--- config.mk ---
export PLATFORM = sky130hd
export DESIGN_NAME = ccs_clock_ctrl
export DESIGN_NICKNAME = d
export VERILOG_FILES = /design/src/verilog/ccs_pkg.sv /design/src/verilog/ccs_clock_ctrl.sv
export SDC_FILE = /design/constraint.sdc
export NUM_CORES = 1
export LEC_CHECK = 0
export BUFFER_PORTS_ARGS = -buffer_cell sky130_fd_sc_hd__buf_2
export CORE_MARGIN = 4
export CORE_UTILIZATION = 44
export DETAILED_ROUTE_END_ITERATION = 12
export GPL_TIMING_DRIVEN = 0
export RECOVER_POWER = 25
export SLEW_MARGIN = 20
export SYNTH_ARGS = -nofsm -noshare
export SYNTH_HDL_FRONTEND = slang
export SYNTH_SLANG_ARGS = --single-unit
--- constraint.sdc ---
create_clock -name clock -period 5.3 [get_ports clock]
set_input_delay 0 -clock clock [delete_from_list [all_inputs] [get_ports clock]]
set_output_delay 0 -clock clock [all_outputs]
set_load 0.01 [all_outputs]
--- src/verilog/ccs_pkg.sv ---
// Constants and types for the CPU clock select and oscillator watchdog block.
// Assumes a single 50 MHz system clock; all derived clocks are enable pulses.
package ccs_pkg;

  // Clock generation modes chosen by the configuration pins at reset
  typedef enum logic [1:0] {
    CCS_MODE_PLL,
    CCS_MODE_DIRECT,
    CCS_MODE_PRESCALE
  } ccs_mode_e;

  // Configuration pin codes
  localparam logic [2:0] CFG_DIRECT   = 3'h3;
  localparam logic [2:0] CFG_PRESCALE = 3'h1;
  localparam logic [2:0] CFG_X4       = 3'h7;
  localparam logic [2:0] CFG_X3       = 3'h6;
  localparam logic [2:0] CFG_X2       = 3'h5;
  localparam logic [2:0] CFG_X5       = 3'h4;
  localparam logic [2:0] CFG_X1P5     = 3'h2;
  localparam logic [2:0] CFG_X2P5     = 3'h0;

  // Multiply factors in half steps (factor times two)
  localparam logic [3:0] FX2_X4   = 4'h8;
  localparam logic [3:0] FX2_X3   = 4'h6;
  localparam logic [3:0] FX2_X2   = 4'h4;
  localparam logic [3:0] FX2_X5   = 4'hA;
  localparam logic [3:0] FX2_X1P5 = 4'h3;
  localparam logic [3:0] FX2_X2P5 = 4'h5;
  localparam logic [3:0] FX2_X1   = 4'h2;

  // Watchdog-disable bit position in the system configuration register
  localparam int         SYSCFG_WDOG_DISABLE_BIT = 4;
  localparam int         SYSCFG_WIDTH            = 16;

  // Watchdog overflow after this many free-running clock cycles
  localparam int         WDOG_OVERFLOW_CYCLES = 16;
  localparam logic [4:0] WDOG_LAST_COUNT      = 5'(WDOG_OVERFLOW_CYCLES - 1);

  // Cycles after reset release before the synchronised pins are trusted
  localparam logic [1:0] CFG_SETTLE_CYCLES = 2'h2;

  // Reset values
  localparam logic [3:0] FX2_RESET  = FX2_X1;

endpackage

--- src/verilog/ccs_clock_ctrl.sv ---
// CPU clock source selection with oscillator watchdog, modelled on one clock.
// Assumes clock_input_pin and clock_config_pins are asynchronous pins and that
// the system clock is much faster than any input clock it has to follow.

// Behaviour
// - Pins 011 at reset: PLL off unless the watchdog runs, CPU clock follows the input pin directly.
// - Pin codes other than 011 and 001 enable the PLL, CPU clock is input times factor.
// - PLL resyncs to input every F-th transition, adjusting period gradually.
// - Watchdog exists in direct and prescaler modes, enabled after each reset.
// - Setting configuration register bit 4 disables the watchdog.
// - Watchdog on: PLL free-runs, counter counts its cycles, input edges clear it.
// - Input clock failed when counter reaches 16 free-running cycles.
// - On failure CPU clock moves to free-running clock, fail flag raised.
// - Failed state holds until hardware reset even if input returns.
// - Watchdog off: CPU clock from input pin, PLL switched off.
// - Factors: 111=4, 110=3, 101=2, 100=5, 010=1.5, 000=2.5.
// - Pins 001 at reset: CPU clock is input divided by two.
module ccs_clock_ctrl #(
  parameter int FREE_DIV     = 2,  // System cycles per free-running PLL cycle
  parameter int PERIOD_WIDTH = 12  // Width of the input interval measurement
) (
  input  wire logic                                clock,                  // 50 MHz
  input  wire logic                                arst_n,                 // Async reset
  input  wire logic                                clock_input_pin,        // Input clock pin
  input  wire logic [2:0]                          clock_config_pins,      // Mode straps
  input  wire logic [ccs_pkg::SYSCFG_WIDTH-1:0]    system_config_register, // Config reg
  input  wire logic                                osc_fail_irq_clear,     // Clear pulse
  output logic                                     cpu_clk,                // CPU clock level
  output logic                                     cpu_clk_edge,           // Edge pulse
  output logic                                     pll_enable,             // PLL powered
  output logic                                     clock_failed,           // On free clock
  output logic                                     osc_fail_interrupt_request, // Sticky
  output logic                                     mode_valid,             // Mode latched
  output ccs_pkg::ccs_mode_e                       clock_mode,             // Latched mode
  output logic [3:0]                               pll_factor_x2           // Factor x2
);

  localparam int ACC_WIDTH = PERIOD_WIDTH + 2;

  if (FREE_DIV < 1 || FREE_DIV > 255) begin : g_bad_div
    $error("FREE_DIV must be between 1 and 255");
  end
  if (PERIOD_WIDTH < 4) begin : g_bad_width
    $error("PERIOD_WIDTH must be at least 4");
  end

  typedef struct packed {
    logic                    cin_s1;
    logic                    cin_s2;
    logic                    cin_prev;
    logic [2:0]              cfg_s1;
    logic [2:0]              cfg_s2;
    logic [1:0]              settle;
    logic                    cfg_done;
    ccs_pkg::ccs_mode_e      mode;
    logic [3:0]              fx2;
    logic [7:0]              free_div;
    logic                    free_pulse;
    logic [4:0]              wdog_cnt;
    logic                    failed;
    logic                    irq;
    logic [PERIOD_WIDTH-1:0] span;
    logic [PERIOD_WIDTH-1:0] avg;
    logic [3:0]              tr_cnt;
    logic [ACC_WIDTH-1:0]    acc;
    logic                    cpu_clk;
    logic                    cpu_edge;
    logic                    pll_en;
  } ccs_state_s;

  ccs_state_s st_r;
  ccs_state_s st_nxt;

  // Decode pin code into mode and doubled factor
  function automatic ccs_pkg::ccs_mode_e decode_mode(input logic [2:0] code);
    if (code == ccs_pkg::CFG_DIRECT) begin
      decode_mode = ccs_pkg::CCS_MODE_DIRECT;
    end else if (code == ccs_pkg::CFG_PRESCALE) begin
      decode_mode = ccs_pkg::CCS_MODE_PRESCALE;
    end else begin
      decode_mode = ccs_pkg::CCS_MODE_PLL;
    end
  endfunction

  function automatic logic [3:0] decode_fx2(input logic [2:0] code);
    unique case (code)
      ccs_pkg::CFG_X4:   decode_fx2 = ccs_pkg::FX2_X4;
      ccs_pkg::CFG_X3:   decode_fx2 = ccs_pkg::FX2_X3;
      ccs_pkg::CFG_X2:   decode_fx2 = ccs_pkg::FX2_X2;
      ccs_pkg::CFG_X5:   decode_fx2 = ccs_pkg::FX2_X5;
      ccs_pkg::CFG_X1P5: decode_fx2 = ccs_pkg::FX2_X1P5;
      ccs_pkg::CFG_X2P5: decode_fx2 = ccs_pkg::FX2_X2P5;
      default:           decode_fx2 = ccs_pkg::FX2_X1;
    endcase
  endfunction

  logic                    wdog_disable;
  logic                    in_edge;
  logic                    wdog_active;
  logic                    pll_tick;
  logic [3:0]              resync_n;
  logic [ACC_WIDTH-1:0]    acc_sum;
  logic [ACC_WIDTH-1:0]    modulus;
  logic [PERIOD_WIDTH:0]   avg_sum;

  always_comb begin
    wdog_disable = system_config_register[ccs_pkg::SYSCFG_WDOG_DISABLE_BIT];
    in_edge     = st_r.cin_s2 ^ st_r.cin_prev;
    resync_n    = (st_r.fx2 >> 1) == 4'h0 ? 4'h1 : (st_r.fx2 >> 1);
    modulus     = {1'b0, st_r.avg, 1'b0};
    acc_sum     = st_r.acc + ACC_WIDTH'(st_r.fx2);
    avg_sum     = {1'b0, st_r.avg} + {1'b0, st_r.span};
    wdog_active = st_r.cfg_done && st_r.mode != ccs_pkg::CCS_MODE_PLL
                  && !wdog_disable && !st_r.failed;
    pll_tick    = 1'b0;

    st_nxt            = st_r;
    st_nxt.cin_s1     = clock_input_pin;
    st_nxt.cin_s2     = st_r.cin_s1;
    st_nxt.cin_prev   = st_r.cin_s2;
    st_nxt.cfg_s1     = clock_config_pins;
    st_nxt.cfg_s2     = st_r.cfg_s1;
    st_nxt.cpu_edge   = 1'b0;
    st_nxt.free_pulse = 1'b0;

    // Straps are caught once the synchroniser has filled after release
    if (!st_r.cfg_done) begin
      if (st_r.settle == ccs_pkg::CFG_SETTLE_CYCLES) begin
        st_nxt.cfg_done = 1'b1;
        st_nxt.mode     = decode_mode(st_r.cfg_s2);
        st_nxt.fx2      = decode_fx2(st_r.cfg_s2);
      end else begin
        st_nxt.settle = st_r.settle + 2'h1;
      end
    end

    // Free-running PLL cycle as an enable pulse
    if (st_r.free_div == 8'(FREE_DIV - 1)) begin
      st_nxt.free_div   = 8'h00;
      st_nxt.free_pulse = 1'b1;
    end else begin
      st_nxt.free_div = st_r.free_div + 8'h01;
    end

    // Watchdog: an input edge clears, a free cycle counts, 16 cycles overflow
    if (!wdog_active || in_edge) begin
      st_nxt.wdog_cnt = 5'h00;
    end else if (st_r.free_pulse) begin
      if (st_r.wdog_cnt == ccs_pkg::WDOG_LAST_COUNT) begin
        st_nxt.wdog_cnt = 5'h00;
        st_nxt.failed   = 1'b1;
      end else begin
        st_nxt.wdog_cnt = st_r.wdog_cnt + 5'h01;
      end
    end

    // Set wins over a clear arriving in the same cycle
    if (osc_fail_irq_clear) begin
      st_nxt.irq = 1'b0;
    end
    if (wdog_active && !in_edge && st_r.free_pulse
        && st_r.wdog_cnt == ccs_pkg::WDOG_LAST_COUNT) begin
      st_nxt.irq = 1'b1;
    end

    // Input interval measurement, saturating when the input is slow
    if (in_edge) begin
      st_nxt.span = PERIOD_WIDTH'(1);
    end else if (st_r.span != {PERIOD_WIDTH{1'b1}}) begin
      st_nxt.span = st_r.span + PERIOD_WIDTH'(1);
    end

    // Period estimate moves halfway to the measured interval every F-th edge,
    // so the CPU rate creeps rather than jumps when the input drifts
    if (in_edge && st_r.mode == ccs_pkg::CCS_MODE_PLL) begin
      if (st_r.tr_cnt + 4'h1 >= resync_n) begin
        st_nxt.tr_cnt = 4'h0;
        if (st_r.avg == '0) begin
          st_nxt.avg = st_r.span;
        end else begin
          st_nxt.avg = avg_sum[PERIOD_WIDTH:1];
        end
      end else begin
        st_nxt.tr_cnt = st_r.tr_cnt + 4'h1;
      end
    end

    // Rate generator: F CPU edges per input transition interval
    if (st_r.mode == ccs_pkg::CCS_MODE_PLL && st_r.avg != '0) begin
      if (acc_sum >= modulus) begin
        st_nxt.acc = acc_sum - modulus;
        pll_tick   = 1'b1;
      end else begin
        st_nxt.acc = acc_sum;
      end
    end

    // CPU clock source selection
    if (st_r.cfg_done) begin
      if (st_r.failed) begin
        if (st_r.free_pulse) begin
          st_nxt.cpu_clk  = !st_r.cpu_clk;
          st_nxt.cpu_edge = 1'b1;
        end
      end else begin
        unique case (st_r.mode)
          ccs_pkg::CCS_MODE_DIRECT: begin
            if (in_edge) begin
              st_nxt.cpu_clk  = st_r.cin_s2;
              st_nxt.cpu_edge = 1'b1;
            end
          end
          ccs_pkg::CCS_MODE_PRESCALE: begin
            if (in_edge && st_r.cin_s2) begin
              st_nxt.cpu_clk  = !st_r.cpu_clk;
              st_nxt.cpu_edge = 1'b1;
            end
          end
          ccs_pkg::CCS_MODE_PLL: begin
            if (pll_tick) begin
              st_nxt.cpu_clk  = !st_r.cpu_clk;
              st_nxt.cpu_edge = 1'b1;
            end
          end
        endcase
      end
    end

    // PLL runs for its own mode, for the watchdog, or as the fallback clock
    st_nxt.pll_en = st_r.cfg_done && (st_r.mode == ccs_pkg::CCS_MODE_PLL
                    || st_r.failed || !wdog_disable);
  end

  always_ff @(posedge clock or negedge arst_n) begin
    if (!arst_n) begin
      st_r <= '{
        cin_s1: 1'b0, cin_s2: 1'b0, cin_prev: 1'b0,
        cfg_s1: 3'h0, cfg_s2: 3'h0, settle: 2'h0, cfg_done: 1'b0,
        mode: ccs_pkg::CCS_MODE_DIRECT, fx2: ccs_pkg::FX2_RESET,
        free_div: 8'h00, free_pulse: 1'b0, wdog_cnt: 5'h00,
        failed: 1'b0, irq: 1'b0, span: '0, avg: '0, tr_cnt: 4'h0,
        acc: '0, cpu_clk: 1'b0, cpu_edge: 1'b0, pll_en: 1'b0
      };
    end else begin
      st_r <= st_nxt;
    end
  end

  always_comb begin
    cpu_clk                    = st_r.cpu_clk;
    cpu_clk_edge               = st_r.cpu_edge;
    pll_enable                 = st_r.pll_en;
    clock_failed               = st_r.failed;
    osc_fail_interrupt_request = st_r.irq;
    mode_valid                 = st_r.cfg_done;
    clock_mode                 = st_r.mode;
    pll_factor_x2              = st_r.fx2;
  end

endmodule

==> key figures <==
Setup path
  – Crit path DAT: 4620 ps
  – Reg2Reg Launch Point: pll_factor_x2[0]$_DFFE_PN0P_
  – Critical Path RT: roughly 5500 ps
  – Crit path max-delay family: compound AO/OA/AOI/OAI gates
  – CP endpoint kind: flop
  – Crit start category: flop
  – Slowest stage cell, crit path: a21oi_1
  – Buf/Inv on CP: 4
  – CP peak stage delay: between 500 and 600 ps
  – CP startpoint: pll_factor_x2[0]$_DFFE_PN0P_
  – Maximum fanout along the worst path: 10
  – Sequence of cells on the critical path: ha_1 > inv_1 > fa_1 > inv_1 > a21o_1 > a21oi_1 > inv_2 > and3_1 > xor2_1 > ha_1 > nand3_1 > a21o_1 > a221oi_2 > o31ai_4 > nand3b_2 > clkbuf_1 > mux2i_1 > o21ai_1
  – Crit Path Category: flop to flop

Yosys
  – Post-synth EDFFs: 0
  – Most common cell in the netlist: dfrtp_1
  – Most frequent cells after synthesis: dfrtp_1 (77), nand2_1 (51), ha_1 (37), nor2_1 (37)
  – Fraction of registers with async set/reset: between 90% and 100%
  – Share of the synthesized area in the top cell type: between 30% and 40%
  – Mean Syn Cell Area: about 9.2 um^2
  – Yosys reg bits: 79
  – Count of cell types in the netlist: about 60
  – Gate count of the mapped netlist: approximately 550
  – Synth area leaders: dfrtp_1 (38%), ha_1 (9.2%), xnor2_1 (4.9%)
  – Leading area contributor after synthesis: dfrtp_1
  – Syn nets: 612
  – YS warnings: 0
  – Seq/Total Area, Yosys: just under 40%
  – Most used DFF post-synth: dfrtp_1
  – Syn Std Cell Area: 0.005034 mm^2

Global routing
  – GR Util met1: about a quarter
  – First-pass GRT wire length: approximately 19 mm
  – M2 GR Usage: 27.74%
  – Vias in the first global route: between 3000 and 4000
  – GRT Overall Usage: between 10% and 20%
  – Largest net degree at the start of global routing: 53
  – Grt ovf: 0
  – Met3 Track Usage GR: approximately 2.4%
  – GRT busiest layer: met2
  – Initial antenna violation count: 0

Power
  – Sequential share of power: between 20% and 30%
  – Clk network pwr share: 19.0%
  – Psw: around 1.4 mW
  – Maximum vdd drop: roughly 0.24 mV
  – Sw Share: between 40% and 50%
  – Pint: 1.928 mW
  – PD cells: between 500 and 600 mW/mm^2
  – Total power: ~3.3 mW
  – Comb power frac: between 50 and 60%
  – Leak Pwr: between 2 and 3 nW

Clock network
  – Clock Latency Late Sink: roughly 340 ps
  – Root buffer cell: clkbuf_16
  – Hold buffers post-CTS: 7
  – Maximum clock path buffer count: 2
  – Clock transition at path regs: 60 ps
  – Clock buffer count from CTS: 9
  – CTS sink cnt: just under 80
  – H-tree depth: 3
  – CTS resizes: 0
  – CTS tree: built
  – Post-CTS setup buffers: 0

STA
  – Final-report hold violation count: 0
  – Setup violations, final: 0
  – Fin crit share: 83.30%
  – Setup total negative slack: 0 ps
  – Highest clock rate: between 200 and 250 MHz
  – RSZ-0062 raised after global routing: no
  – Tmin final: ~4400 ps
  – Worst Max-Slew Pin Slew: between 2000 and 3000 ps
  – Max-slew headroom: -84.37%
  – Clk_skew: 9.073 ps
  – Slew Limit Fails: 82

Placed design
  – GPL Wtd Cong: 0.8483
  – DP Cell Count: roughly 710
  – Dpl hpwl: around 8.4 mm
  – Port-buffer cells: 19

Floorplan
  – DIE WIDTH: ~110 um
  – Die area: between 0.01 and 0.015 mm^2
  – Row Count: 38
  – Core area: 0.01103 mm^2
  – I/O Pins: 35
  – Initial core utilization: 45.63%
  – Die Y-Extent: 115.0 um

Detailed routing
  – Total Wirelength: between 10 and 15 mm
  – Pre-antenna DRT Iters: 4
  – Vias per cell: 5.398
  – DRT iter0 DRCs: 196
  – Final ANT Viol Nets: 0
  – Routed len/inst: around 15 um
  – Residual DRC: 0
  – Total number of vias: 3951

Hold path
  – Hold_sp: clock_config_pins[0]
  – Hold Path Class: primary input to flop

Outcome
  – Run status: finished with violations
  – Failing checks: capacitance limit, slew limit

Final layout
  – Ant. Diodes: 0
  – Share of post-route cells with drive strength above 1: slightly below 9%
  – P&R area growth vs syn: 13.00%
  – Fin cells: roughly 730
  – Fill cells: just over 1000
  – Final layout net count: 650

Job
  – Maxcap violations: 2
power groups by stage:
stage | registers, mW | logic [mW] | clock network [mW]
after floorplan | 0.844 | 1.45 | 0
after global routing | 0.892 | 2.05 | 0.675
after detailed placement | 0.881 | 1.81 | 0
after global placement | 0.879 | 1.77 | 0
final | 0.872 | 1.82 | 0.632
after CTS | 0.872 | 1.83 | 0.651
kinds of logic after synthesis:
kind of cell | synth area share (%)
simple gates | 18.20
compound gates | 16.53
flops | 39.32
buf+inv | 5.071
xor+xnor | 7.482
fa+ha+maj | 10.39
mux | 3.008
per-stage QoR:
stage | hold slack [ps] | instance area, um^2 | util (%) | setup WS [ps]
3_5_place_dp | -35.17 | 5334 | 48.36 | 911.3
6_report | 303.9 | 5688 | 51.57 | 884.9
3_3_place_gp | 109.2 | 5304 | 48.08 | 976.6
5_1_grt | 316.0 | 5688 | 51.57 | 508.3
2_1_floorplan | -295.6 | 5034 | - | 1533
4_1_cts | 146.2 | 5710 | 51.77 | 890.8
flip-flops by register name, summed over array words and instances (netlist names):
register,cells
clock_failed,1
cpu_clk_edge,1
pll_factor_x2,4
cpu_clk,1
osc_fail_interrupt_request,1
modulus,12
clock_mode,2
st_r,50
st_nxt,5
pll_enable,1
mode_valid,1
metal layers:
metal | share of wire, % | wire length (um)
met5 | 0 | 0
met4 | 0.98 | 108
met3 | 4.3 | 477
met2 | 45 | 5008
met1 | 49 | 5477
layout by cell type, fill, tap and decap left out, types with 4 or more instances in the layout:
master	instances
or3_1	5
ha_1	37
xnor2_1	28
nand4_1	6
o21a_1	5
nor2b_1	7
buf_2	18
a21o_1	8
o21ai_1	33
and2_1	5
nand2_1	51
a31oi_1	4
mux2i_1	14
nor3_1	10
dlygate4sd3_1	7
clkbuf_16	9
xor2_1	15
nand2b_1	5
a21oi_1	35
o21ai_0	15
and3_1	10
a22oi_1	4
a211oi_1	6
nor4_1	7
buf_4	6
dfrtp_1	77
nor2_1	37
inv_1	35
clkbuf_1	18
nand3_1	17
path summary, 6_finish.rpt:
| path | end | slack (ps) | cells after the start |
|---|---|---|---|
| max | st_r[14]$_DFFE_PN0P_ | 880 | 18 |
| max reg2reg | st_r[14]$_DFFE_PN0P_ | 880 | 18 |
| min in group asynchronous | st_r[37]$_DFFE_PN0P_ | 590 | 2 |
| min | st_nxt[70]$_DFF_PN0_ | 300 | 2 |
| max in group asynchronous | pll_factor_x2[2]$_DFFE_PN0P_ | 1420 | 3 |
| min reg2reg | st_nxt[76]$_DFF_PN0_ | 350 | 0 |
final cells by class:
type,count,area (um^2),area share [%]
multi-input cells,410,2804,49.30
flip-flops and latches,79,1979,34.80
clock buffers,10,239.0,4.201
well taps,140,175.2,3.080
repair buffers,27,167.7,2.948
inverters,37,138.9,2.442
plain buffers,23,116.4,2.046
clock inverters,6,67.56,1.188
Note: power is estimated with default switching activity, not from simulation.
